<file path="src/hw/djb_cfg.svh">
`ifndef DJB_CFG_SVH
`define DJB_CFG_SVH

// Register indices; byte address is four times the index
`define DJB_IDX_RSVD_A 14'h1236
`define DJB_IDX_RSVD_B 14'h1237
`define DJB_IDX_JOG_SPEED 14'h1238
`define DJB_IDX_JOG_HALT 14'h1239
`define DJB_IDX_RSVD_C 14'h123a
`define DJB_IDX_BOOST_SEL 14'h123b
`define DJB_IDX_BOOST_AMT 14'h123c
`define DJB_IDX_BOOST_KNEE 14'h123d
`define DJB_IDX_VF_PROFILE 14'h123e
`define DJB_IDX_VF_GAIN 14'h123f
`define DJB_IDX_AUTO_VCOMP 14'h1240
`define DJB_IDX_AUTO_SLIP 14'h1241
`define DJB_IDX_RSVD_BLK_LO 14'h1242
`define DJB_IDX_RSVD_BLK_HI 14'h1244
`define DJB_IDX_DC_BRAKE 14'h1245
`define DJB_IDX_STATUS 14'h1300

// Number of parameter words held
`define DJB_PRM_N 10

// Value limits, inclusive
`define DJB_MAX_JOG_SPEED 16'h03e7
`define DJB_MAX_JOG_HALT 16'h0005
`define DJB_MAX_BOOST_SEL 16'h0001
`define DJB_MAX_BOOST_AMT 16'h00c8
`define DJB_MAX_BOOST_KNEE 16'h01f4
`define DJB_MAX_VF_PROFILE 16'h0003
`define DJB_MIN_VF_GAIN 16'h0014
`define DJB_MAX_VF_GAIN 16'h0064
`define DJB_MAX_AUTO_GAIN 16'h00ff
`define DJB_MAX_DC_BRAKE 16'h0002
`define DJB_MIN_ZERO 16'h0000

// Halt codes up to this value are locked while running
`define DJB_HALT_LOCK_MAX 16'h0002

// Reset values
`define DJB_RST_JOG_SPEED 16'h0000
`define DJB_RST_JOG_HALT 16'h0000
`define DJB_RST_BOOST_SEL 16'h0000
`define DJB_RST_BOOST_AMT 16'h0000
`define DJB_RST_BOOST_KNEE 16'h0000
`define DJB_RST_VF_PROFILE 16'h0000
`define DJB_RST_VF_GAIN 16'h0064
`define DJB_RST_AUTO_VCOMP 16'h0064
`define DJB_RST_AUTO_SLIP 16'h0064
`define DJB_RST_DC_BRAKE 16'h0000

// Status register fields
`define DJB_STAT_RUN_BIT 0
`define DJB_STAT_REJ_BIT 1

// AXI responses
`define DJB_RESP_OKAY 2'h0
`define DJB_RESP_SLVERR 2'h2
`define DJB_RESP_DECERR 2'h3

`endif

</file>
<file path="src/hw/djb_pkg.sv">
package djb_pkg;

  // Bus-side sequencer, one-hot
  typedef enum logic [4:0] {
    ST_IDLE = 5'h01,
    ST_WTAKE = 5'h02,
    ST_BRESP = 5'h04,
    ST_RTAKE = 5'h08,
    ST_RDATA = 5'h10
  } djb_fsm_t;

  // Parameter words, word 0 is the jog speed setpoint
  typedef logic [9:0][15:0] djb_words_t;

  // Same layout as djb_words_t, named for the drive logic
  typedef struct packed {
    logic [15:0] dc_brake_enable;
    logic [15:0] auto_boost_slip_comp;
    logic [15:0] auto_boost_voltage_comp;
    logic [15:0] voltage_ratio_gain;
    logic [15:0] volts_per_hertz_profile;
    logic [15:0] manual_boost_knee_point;
    logic [15:0] manual_boost_amount;
    logic [15:0] boost_method_select;
    logic [15:0] jog_halt_behaviour;
    logic [15:0] jog_speed_setpoint;
  } djb_prm_t;

  // Whole state of the bank
  typedef struct packed {
    djb_fsm_t st;
    logic awready;
    logic wready;
    logic arready;
    logic bvalid;
    logic [1:0] bresp;
    logic rvalid;
    logic [1:0] rresp;
    logic [31:0] rdata;
    logic rej;
    djb_words_t prm;
  } djb_state_t;

endpackage

</file>
<file path="src/hw/djb_param_bank.sv">
// The implementer's own choice: register access over AXI4-Lite.
`timescale 1ns/1ns
`default_nettype none
`include "djb_cfg.svh"

// Summary of operation
// (RL1) Jog speed setpoint accepts start frequency up to 999 in 0.01 Hz steps.
// (RL2) Jog halt codes 0 coast, 1 ramp, 2 DC brake may change only while stopped.
// (RL3) Jog halt codes 3 coast, 4 ramp, 5 DC brake may also change while running.
// (RL4) Boost method select takes 0 for manual and 1 for automatic boost.
// (RL5) Manual boost amount holds 0 to 200 in 0.1 percent steps.
// (RL6) Manual boost knee point holds 0 to 500 in 0.1 percent of base frequency.
// (RL7) V/f profile takes 0 constant, 1 reduced, 2 user curve, 3 sensorless vector.
// (RL8) Automatic boost voltage compensation gain holds 0 to 255 percent.
// (RL9) Automatic boost slip compensation gain holds 0 to 255 percent.
// (RL10) DC brake enable takes 0 off, 1 on, 2 at set frequency only.
// (RL11) Reserved slots change nothing and read back no data.
// (RL12) An out-of-range write is refused and the register keeps its value.
module djb_param_bank
  import djb_pkg::*;
(
  input wire logic sys_clk,
  input wire logic rst_b,
  input wire logic [15:0] s_axi_awaddr,
  input wire logic [2:0] s_axi_awprot,
  input wire logic s_axi_awvalid,
  output logic s_axi_awready,
  input wire logic [31:0] s_axi_wdata,
  input wire logic [3:0] s_axi_wstrb,
  input wire logic s_axi_wvalid,
  output logic s_axi_wready,
  output logic [1:0] s_axi_bresp,
  output logic s_axi_bvalid,
  input wire logic s_axi_bready,
  input wire logic [15:0] s_axi_araddr,
  input wire logic [2:0] s_axi_arprot,
  input wire logic s_axi_arvalid,
  output logic s_axi_arready,
  output logic [31:0] s_axi_rdata,
  output logic [1:0] s_axi_rresp,
  output logic s_axi_rvalid,
  input wire logic s_axi_rready,
  input wire logic drive_running,
  input wire logic [15:0] start_freq,
  output djb_prm_t prm_out
);

  localparam int N = `DJB_PRM_N;

  // Word index of each parameter
  localparam logic [13:0] PRM_IDX [N] = '{
    `DJB_IDX_JOG_SPEED,
    `DJB_IDX_JOG_HALT,
    `DJB_IDX_BOOST_SEL,
    `DJB_IDX_BOOST_AMT,
    `DJB_IDX_BOOST_KNEE,
    `DJB_IDX_VF_PROFILE,
    `DJB_IDX_VF_GAIN,
    `DJB_IDX_AUTO_VCOMP,
    `DJB_IDX_AUTO_SLIP,
    `DJB_IDX_DC_BRAKE};

  // Lowest legal value; word 0 takes its floor from start_freq instead
  localparam logic [15:0] PRM_LO [N] = '{
    `DJB_MIN_ZERO,
    `DJB_MIN_ZERO,
    `DJB_MIN_ZERO,
    `DJB_MIN_ZERO,
    `DJB_MIN_ZERO,
    `DJB_MIN_ZERO,
    `DJB_MIN_VF_GAIN,
    `DJB_MIN_ZERO,
    `DJB_MIN_ZERO,
    `DJB_MIN_ZERO};

  // Highest legal value or code
  localparam logic [15:0] PRM_HI [N] = '{
    `DJB_MAX_JOG_SPEED,
    `DJB_MAX_JOG_HALT,
    `DJB_MAX_BOOST_SEL,
    `DJB_MAX_BOOST_AMT,
    `DJB_MAX_BOOST_KNEE,
    `DJB_MAX_VF_PROFILE,
    `DJB_MAX_VF_GAIN,
    `DJB_MAX_AUTO_GAIN,
    `DJB_MAX_AUTO_GAIN,
    `DJB_MAX_DC_BRAKE};

  // Value after reset
  localparam logic [15:0] PRM_RST [N] = '{
    `DJB_RST_JOG_SPEED,
    `DJB_RST_JOG_HALT,
    `DJB_RST_BOOST_SEL,
    `DJB_RST_BOOST_AMT,
    `DJB_RST_BOOST_KNEE,
    `DJB_RST_VF_PROFILE,
    `DJB_RST_VF_GAIN,
    `DJB_RST_AUTO_VCOMP,
    `DJB_RST_AUTO_SLIP,
    `DJB_RST_DC_BRAKE};
  localparam int HALT_W = 1;

  // State and its next value
  djb_state_t q;
  djb_state_t d;
  logic run_q;

  // Address decode
  logic [13:0] widx;
  logic [13:0] ridx;

  // Per-word tests and decisions
  logic [N-1:0] in_range;
  logic [N-1:0] w_hit;
  logic [N-1:0] r_hit;
  logic [N-1:0] w_ok;
  logic w_rsvd;
  logic r_rsvd;
  logic w_stat;
  logic r_stat;
  logic w_full;
  logic halt_lock;
  logic [31:0] rd_word;
  logic [1:0] rd_resp;

  // Run state arrives from the drive core, outside our clock
  djb_pin_sync u_run_sync (
    .sys_clk(sys_clk),
    .rst_b(rst_b),
    .pin(drive_running),
    .level_q(run_q)
  );

  // Word index from byte address
  assign widx = s_axi_awaddr[15:2];
  assign ridx = s_axi_araddr[15:2];

  // One range test per parameter word; jog floor follows start frequency
  generate
    for (genvar g = 0; g < N; g++)
    begin : g_chk
      djb_range_chk u_chk (
        .value(s_axi_wdata[15:0]),
        .lo((g == 0) ? start_freq : PRM_LO[g]), // RL1
        .hi(PRM_HI[g]), // RL1 RL4 RL5 RL6 RL7 RL8 RL9 RL10
        .in_range(in_range[g])
      );
      // Address hits per word
      assign w_hit[g] = (widx == PRM_IDX[g]);
      assign r_hit[g] = (ridx == PRM_IDX[g]);
    end
  endgenerate

  // Reserved slots answer with an error and touch nothing
  assign w_rsvd = (widx == `DJB_IDX_RSVD_A)
    || (widx == `DJB_IDX_RSVD_B)
    || (widx == `DJB_IDX_RSVD_C)
    || ((widx >= `DJB_IDX_RSVD_BLK_LO) && (widx <= `DJB_IDX_RSVD_BLK_HI)); // RL11
  assign r_rsvd = (ridx == `DJB_IDX_RSVD_A)
    || (ridx == `DJB_IDX_RSVD_B)
    || (ridx == `DJB_IDX_RSVD_C)
    || ((ridx >= `DJB_IDX_RSVD_BLK_LO) && (ridx <= `DJB_IDX_RSVD_BLK_HI)); // RL11

  // Status word decode
  assign w_stat = (widx == `DJB_IDX_STATUS);
  assign r_stat = (ridx == `DJB_IDX_STATUS);

  // Writes lacking either low byte strobe are refused: a torn parameter could reach the drive
  assign w_full = (s_axi_wstrb[1:0] == 2'h3) && (s_axi_wdata[31:16] == 16'h0000);

  // Locked codes freeze the halt field while the motor turns
  // Only a move between unlocked codes gets through while running
  assign halt_lock = run_q && ((q.prm[HALT_W] <= `DJB_HALT_LOCK_MAX)
    || (s_axi_wdata[15:0] <= `DJB_HALT_LOCK_MAX)); // RL2 RL3

  // Per-word write acceptance
  always_comb
  begin
    for (int i = 0; i < N; i++)
    begin
      w_ok[i] = in_range[i] && w_full; // RL12
    end
    w_ok[HALT_W] = in_range[HALT_W] && w_full && !halt_lock; // RL2 RL3
  end

  // Read answer, formed while the address is still on the bus
  always_comb
  begin
    rd_word = 32'h0000_0000;
    rd_resp = `DJB_RESP_DECERR;
    if (r_rsvd)
    begin
      rd_resp = `DJB_RESP_SLVERR; // RL11
    end
    if (r_stat)
    begin
      rd_resp = `DJB_RESP_OKAY;
      rd_word[`DJB_STAT_RUN_BIT] = run_q;
      rd_word[`DJB_STAT_REJ_BIT] = q.rej;
    end
    for (int i = 0; i < N; i++)
    begin
      if (r_hit[i])
      begin
        rd_resp = `DJB_RESP_OKAY;
        rd_word = {16'h0000, q.prm[i]};
      end
    end
  end

  // Bus sequencer and register update
  always_comb
  begin
    d = q;
    case (q.st)
      ST_IDLE:
      begin
        // Writes first; address and data are taken together
        if (s_axi_awvalid && s_axi_wvalid)
        begin
          d.awready = 1'b1;
          d.wready = 1'b1;
          d.st = ST_WTAKE;
        end
        else if (s_axi_arvalid)
        begin
          d.arready = 1'b1;
          d.st = ST_RTAKE;
        end
      end
      // Address and data are taken at this edge; commit or refuse
      ST_WTAKE:
      begin
        d.awready = 1'b0;
        d.wready = 1'b0;
        d.bvalid = 1'b1;
        // Unmapped unless a decode below claims the address
        d.bresp = `DJB_RESP_DECERR;
        // Status write only ever clears the sticky flag
        if (w_stat)
        begin
          d.bresp = `DJB_RESP_OKAY;
          if (s_axi_wstrb[0] && s_axi_wdata[`DJB_STAT_REJ_BIT])
          begin
            d.rej = 1'b0;
          end
        end
        if (w_rsvd)
        begin
          d.bresp = `DJB_RESP_SLVERR; // RL11
        end
        // A refused word keeps its value and raises the sticky flag
        for (int i = 0; i < N; i++)
        begin
          if (w_hit[i])
          begin
            if (w_ok[i])
            begin
              d.prm[i] = s_axi_wdata[15:0];
              d.bresp = `DJB_RESP_OKAY;
            end
            else
            begin
              d.bresp = `DJB_RESP_SLVERR; // RL12
              d.rej = 1'b1; // RL12
            end
          end
        end
        d.st = ST_BRESP;
      end
      // Response stands until the master takes it
      ST_BRESP:
      begin
        if (s_axi_bready)
        begin
          d.bvalid = 1'b0;
          d.st = ST_IDLE;
        end
      end
      // Address taken at this edge; the answer is latched with it
      ST_RTAKE:
      begin
        d.arready = 1'b0;
        d.rvalid = 1'b1;
        d.rdata = rd_word;
        d.rresp = rd_resp;
        d.st = ST_RDATA;
      end
      // Data stands until the master takes it
      ST_RDATA:
      begin
        if (s_axi_rready)
        begin
          d.rvalid = 1'b0;
          d.st = ST_IDLE;
        end
      end
      default:
      begin
        // Stray code: drop handshakes and return to idle
        d.awready = 1'b0;
        d.wready = 1'b0;
        d.arready = 1'b0;
        d.bvalid = 1'b0;
        d.rvalid = 1'b0;
        d.st = ST_IDLE;
      end
    endcase
  end

  // State register
  always_ff @(posedge sys_clk)
  begin
    if (!rst_b)
    begin
      q <= '0;
      q.st <= ST_IDLE;
      // Parameters wake at their defaults, not at zero
      for (int i = 0; i < N; i++)
      begin
        q.prm[i] <= PRM_RST[i];
      end
    end
    else
    begin
      q <= d;
    end
  end

  // All outputs are fields of the state register
  assign s_axi_awready = q.awready;
  assign s_axi_wready = q.wready;
  assign s_axi_arready = q.arready;
  assign s_axi_bvalid = q.bvalid;
  assign s_axi_bresp = q.bresp;
  assign s_axi_rvalid = q.rvalid;
  assign s_axi_rresp = q.rresp;
  assign s_axi_rdata = q.rdata;
  assign prm_out = djb_prm_t'(q.prm);

endmodule

`default_nettype wire

</file>
<file path="src/hw/djb_pin_sync.sv">
`timescale 1ns/1ns
`default_nettype none

// Three-stage pin synchroniser with agreement filter
module djb_pin_sync (
  input wire logic sys_clk,
  input wire logic rst_b,
  input wire logic pin,
  output logic level_q
);

  logic s1_q;
  logic s2_q;
  logic s3_q;

  // Level moves only when stages two and three agree
  always_ff @(posedge sys_clk)
  begin
    if (!rst_b)
    begin
      s1_q <= 1'b0;
      s2_q <= 1'b0;
      s3_q <= 1'b0;
      level_q <= 1'b0;
    end
    else
    begin
      s1_q <= pin;
      s2_q <= s1_q;
      s3_q <= s2_q;
      if (s2_q == s3_q)
      begin
        level_q <= s3_q;
      end
    end
  end

endmodule

`default_nettype wire

</file>
<file path="src/hw/djb_range_chk.sv">
`timescale 1ns/1ns
`default_nettype none

// Inclusive range test on one parameter word
module djb_range_chk (
  input wire logic [15:0] value,
  input wire logic [15:0] lo,
  input wire logic [15:0] hi,
  output logic in_range
);

  // Both bounds inclusive
  assign in_range = (value >= lo) && (value <= hi);

endmodule

`default_nettype wire

</file>
<file path="config.mk">
export PLATFORM = sky130hd
export DESIGN_NAME = djb_param_bank
export DESIGN_NICKNAME = d
export VERILOG_FILES = /design/src/hw/djb_pkg.sv /design/src/hw/djb_param_bank.sv /design/src/hw/djb_pin_sync.sv /design/src/hw/djb_range_chk.sv
export VERILOG_INCLUDE_DIRS = /design/src /design/src/hw
export SDC_FILE = /design/constraint.sdc
export NUM_CORES = 1
export LEC_CHECK = 0
export ABC_AREA = 0
export BUFFER_PORTS_ARGS = -buffer_cell sky130_fd_sc_hd__buf_2
export CORE_ASPECT_RATIO = 0.8
export CORE_MARGIN = 8
export CORE_UTILIZATION = 45
export CTS_BUF_LIST = sky130_fd_sc_hd__clkbuf_16
export DETAILED_ROUTE_END_ITERATION = 10
export GPL_TIMING_DRIVEN = 0
export PLACE_DENSITY = 0.76
export RECOVER_POWER = 25
export REMOVE_ABC_BUFFERS = 1
export SKIP_CTS_REPAIR_TIMING = 1
export SYNTH_ARGS = -nofsm -noshare
export SYNTH_HDL_FRONTEND = slang
export SYNTH_HIERARCHICAL = 1
export SYNTH_SLANG_ARGS = --single-unit
export TNS_END_PERCENT = 10
</file>
<file path="constraint.sdc">
create_clock -name sys_clk -period 3.5 [get_ports sys_clk]
set_clock_uncertainty 0.1 [all_clocks]
set_input_delay 1.05 -clock sys_clk [delete_from_list [all_inputs] [get_ports sys_clk]]
set_output_delay 1.05 -clock sys_clk [all_outputs]
set_load 0.1 [all_outputs]
</file>
# Word level (Yosys, flattened, before mapping)
# Index checks and enable logic that the tools add are counted.
# op_classes
bitwise	4
eq_ne	41
n_mux	83
n_reduce_logical	53
order_cmp	17
# ops
op	count
== test 14 x 13 -> 1 bit (second input constant)	28
two-way mux 32 bit	9
two-way mux 2 bit	34
less-or-equal comparator 16 x 2 -> 1 bit (second input constant)	3
AND reduction 3 bit	12
less-or-equal comparator 16 x 8 -> 1 bit (second input constant)	2
two-way mux 16 bit	2
>= comparator 14 x 13 -> 1 bit (second input constant)	2
less-or-equal comparator 14 x 13 -> 1 bit (second input constant)	2
two-way mux 1 bit	28
logical AND 1 bit	25
case mux 5 bit (5 select lines)	1
two-way mux 5 bit	4
two-way mux 17 bit	1
>= comparator 16 x 1 -> 1 bit (second input constant)	1
>= comparator 16 bit	1
>= comparator 16 x 5 -> 1 bit (second input constant)	1
less-or-equal comparator 16 x 1 -> 1 bit (second input constant)	1
less-or-equal comparator 16 x 10 -> 1 bit (second input constant)	1
less-or-equal comparator 16 x 3 -> 1 bit (second input constant)	1
less-or-equal comparator 16 x 7 -> 1 bit (second input constant)	1
less-or-equal comparator 16 x 9 -> 1 bit (second input constant)	1
logical NOT 16 bit	1
OR reduction 3 bit	4
other kinds (16)	32
# totals
register_bits	211
in_bits	98

# Depth between registers and ports, before layout
# depth
ltp_word	25
ltp_mapped	13
ltp_nobuf	13

# Cells and area by module
# The synthesis kept the hierarchy.
# by_module_without_submodules
mod	cells_per_inst	area_per_inst_um2	instances	seq_area_each_um2
djb_param_bank	1351	10680.2	1	3803.6
djb_range_chk (g_chk[0].u_chk ...)	110	807.0	9	0.0
djb_range_chk (g_chk[1].u_chk)	109	807.0	1	0.0
djb_pin_sync	10	116.4	1	80.1

# Least setup slack after synthesis
# OpenSTA, ideal clock, no wires.
# synth_timing
kind	input -> register
start	in s_axi_wdata[7]
end	reg q, in the netlist prm_out[21]
stages	12
arrival_time_ps	3109
required_time_ps	3272
setup_slack_ps	163
cell_sequence	ha_1 nand2_1 nor2_1 a211oi_2 a2111oi_2 o32a_1 nand2_1 nor4bb_1 buf_2 buf_4 mux2i_1 nor2_1
# synth_lines
item	line	text
start, declared	djb_param_bank.sv:28	input wire logic [31:0] s_axi_wdata,
>= comparator 16 x 1 -> 1 bit / less-or-equal comparator 16 x 3 -> 1 bit (equally long branches)	djb_range_chk.sv:13	assign in_range = (value >= lo) && (value <= hi);
logical AND 1 bit (*)	djb_range_chk.sv:13	
named net in_range[1]	djb_param_bank.sv:113	logic [N-1:0] in_range;
logical AND 1 bit (*) (2 in a row)	djb_param_bank.sv:183	w_ok[HALT_W] = in_range[HALT_W] && w_full && !halt_lock;
AND reduction 3 bit (no source line) (*)	-	
end, declared	djb_param_bank.sv:104	djb_state_t q;
# Mark *: on every way through the listed nets, which the timed path passes. The rest lies on a longest branch.
# A chain may end at the register's enable or synchronous reset.

# Worst setup path in the final report
# layout_timing
start	in s_axi_wdata[17]
end	reg q, in the netlist prm_out[19]
# layout_via
elab_chain_cells	5
# layout_lines
item	line	text
logical NOT 16 bit	djb_param_bank.sv:169	assign w_full = (s_axi_wstrb[1:0] == 2'h3) && (s_axi_wdata[31:16] == 16'h0000);
logical AND 1 bit	djb_param_bank.sv:169	
logical AND 1 bit (2 in a row)	djb_param_bank.sv:183	
AND reduction 3 bit (no source line)	-	
# Every way passes these cells.

==> results.py <==
metrics = {
    "timing": {
        "slew_viol_final": 0,
        "finalCritPeriodShare": 0.995,
        "min_period_ps": 3480,
        "max_slew_margin": 0.329,
        "fmaxAchievable_ghz": 0.287,
        "final_hold_viol_count": 0,
        "rsz0062_at_grt": "yes",
        "setup_ws_ps": 18.6,
        "setup_viol": 0,
        "tightest_slew_ps": 1000,
    },
    "worst_setup_path": {
        "crit_type": "in2reg",
        "crit_fanout": 9,
        "endpoint_kind": "flip-flop",
        "startpoint_type": "input pin",
        "cp.arrival_ps": 3710,
        "crit_required_ps": 3730,
    },
    "global_routing": {
        "grt_pass1_wl_um": 91100,
        "grt_max_degree": 111,
        "grt_overflow": 0,
        "grt_pass1_vias": 16458,
        "antenna_found_initial": 7,
        "grt_use_total": 0.235,
    },
    "place": {
        "place_congestion": 0.884,
        "place_ws_ps": -1500,
        "io_buffers": 270,
        "dp_hpwl_um": 42100,
        "placedCellCount": 3312,
    },
    "power": {
        "power_mw": 5.71,
        "internal_power_mw": 3.78,
        "irDropWorstVdd_uv": 380,
        "switchingPower_mw": 1.92,
        "clock_power_share": 0.349,
        "p_leak_nw": 9.77,
        "p_per_area_nw_per_um2": 267,
        "combPwrFrac": 0.260,
        "p_sw_frac": 0.337,
        "seqPwrFrac": 0.391,
    },
    "clocking": {
        "clock_latency_ps": 460,
        "tritoncts": "done",
        "cts_root_buffer": "clkbuf_16",
        "clk_pin_slew_worst_paths_ps": 70,
        "numCtsBuffers": 17,
        "cts_sinks": 194,
        "htreeDepth": 4,
        "cts_buffer_depth": 2,
    },
    "layout": {
        "nets": 3210,
        "multi_input_area_um2": 13200,
        "layout_common_cells": "inv_1, conb_1, ha_1",
        "ff_latch_area_um2": 3880,
        "final_common_cell": "inv_1",
        "area_growth_pct": 13.1,
        "drive_gt1_frac": 0.149,
        "fill_cells": 4030,
        "final_cells": 3361,
    },
    "run_status": {
        "status": "complete, no violations",
    },
    "logic_synthesis": {
        "synth_xor_area_frac": 0.000928,
        "synth_top_family_by_area": "adder cells",
        "synth_fa_ha_area_frac": 0.212,
        "synth_flop_cell": "dfxtp_1",
        "synth_edf_count": 0,
        "synth.distinct_cells": 83,
        "synth-simple-area-share": 0.206,
        "ys_warn_count": 6,
        "muxShareOfSynthArea": 0.0434,
        "syn_area_um2": 18900,
        "syn_avg_cell_area_um2": 7.67,
        "ys_seq_area_frac": 0.206,
        "syn_inst": 2460,
        "synth-compound-area-share": 0.165,
        "ys_ff_latch": 194,
        "async_flop_share": 0,
    },
    "route": {
        "drt.antenna.violating_nets": 0,
        "via_per_inst": 5.24,
        "wl_um": 60100,
        "drc": 0,
        "wl_per_cell_um": 17.9,
        "drtIter0Drc": 1481,
        "dr.pass1.iters": 5,
        "num_vias": 17612,
    },
    "floorplan": {
        "die_y_um": 199,
        "core-area_um2": 41700,
        "die_w_um": 245,
        "io_pins": 299,
        "dieArea_um2": 48800,
        "initial_core_util": 0.453,
        "fp-row-count": 67,
    },
    "worst_hold_path": {
        "min_path_type": "reg2reg",
    },
    "flow_run": {
        "drv_cap": 0,
    },
}
==> cell usage after synthesis (10+ instances only) <==
cell | count | share of area
nor4_1 | 34 | 0.011
nand2_1 | 315 | 0.063
buf_4 | 200 | 0.080
clkbuf_1 | 75 | 0.015
a22oi_1 | 12 | 0.0048
nand4_1 | 47 | 0.016
nor3_1 | 23 | 0.0061
a221oi_1 | 11 | 0.0051
a21oi_1 | 230 | 0.061
ha_1 | 320 | 0.21
nor3b_1 | 10 | 0.0040
mux2_2 | 22 | 0.013
and3_1 | 12 | 0.0040
o211a_1 | 11 | 0.0058
o21ai_1 | 11 | 0.0029
nand3_1 | 44 | 0.012
o21ai_0 | 82 | 0.022
nor2b_1 | 27 | 0.0090
o211ai_1 | 18 | 0.0072
a211oi_1 | 16 | 0.0064
buf_2 | 15 | 0.0040
nand4_4 | 19 | 0.021
a2111o_1 | 10 | 0.0060
dfxtp_1 | 194 | 0.21
o32a_1 | 11 | 0.0058
mux2i_1 | 57 | 0.030
inv_1 | 331 | 0.066
nor2_1 | 128 | 0.025
==> per-layer routing <==
metal / GRT usage / wire (um) / vias to the layer above
met2: 0.367 / 26600 / 745
li1: - / - / 8684
met4: 0.0833 / 1310 / 2
met3: 0.0490 / 5620 / 95
met1: 0.318 / 26500 / 8086
met5: 0 / 13 / -
==> area by class of cell <==
type / instances / share of cell area
sequential: 194 / 0.182
clock buffer: 17 / 0.0199
multi-input combinational: 1959 / 0.618
clock inverter: 13 / 0.00645
antenna: 6 / 0.000704
timing repair buffer: 289 / 0.0820
inverter: 331 / 0.0585
tap: 552 / 0.0324
==> per-stage QoR <==
step	setup TNS, ps	hold slack, ps	cell area (um^2)	util
after floorplan	-88500	312	18200	-
after global placement	-453050	314	20200	0.485
after detailed placement	-182100	323	20300	0.488
after CTS	-95030	339	20900	0.502
after global routing	-542	373	21300	0.512
final	0	358	21300	0.512
==> state kept, by name, summed over array words and instances (netlist names) <==
signal and count:
u_run_sync/s2_q 1, s_axi_bvalid 1, s_axi_rresp 2, s_axi_rvalid 1, u_run_sync/s3_q 1, s_axi_bresp 2, u_run_sync/level_q 1, s_axi_arready 1
q 6, u_run_sync/s1_q 1, prm_out 160, s_axi_awready 1, s_axi_rdata 16
==> logic make-up after synthesis <==
group / after synthesis
AOI/OAI and AO/OA: 498
xor gates and xnor gates: 2
adders and majority gates: 320
buffers and inverters: 625
DFF: 194
muxes: 79
other: 2
and+or+nand+nor: 740
==> power groups by stage <==
stage,Clock (mW),Combinational [mW],Sequential [mW]
6_report,1.99,1.48,2.23
5_1_grt,2.08,1.68,2.23
4_1_cts,1.99,1.42,2.23
3_5_place_dp,0,1.41,2.28
3_3_place_gp,0,1.38,2.28
2_1_floorplan,0,0.925,2.34
==> worst max-delay path, cell delays in order <==
cell and delay, ps:
buf_2 90, nor4_1 610, nand3_1 250, nor3_2 630, nor4bb_4 420, buf_6 190
buf_4 130, buf_4 100, mux2i_1 170, nor2_1 50
==> final timing paths <==
check | start | endpoint | slack, ps | cells after the start
hold reg to reg | u_run_sync/s1_q$_SDFF_PN0_ | u_run_sync/s2_q$_SDFF_PN0_ | 360 | 1
setup reg to reg | q[204]$_SDFFE_PN0P_ | prm_out[19]$_SDFFE_PN0P_ | 500 | 9
hold / removal | u_run_sync/s1_q$_SDFF_PN0_ | u_run_sync/s2_q$_SDFF_PN0_ | 360 | 1
setup / recovery | s_axi_wdata[17] | prm_out[19]$_SDFFE_PN0P_ | 20 | 10
Power figures use the tool's default switching activity.
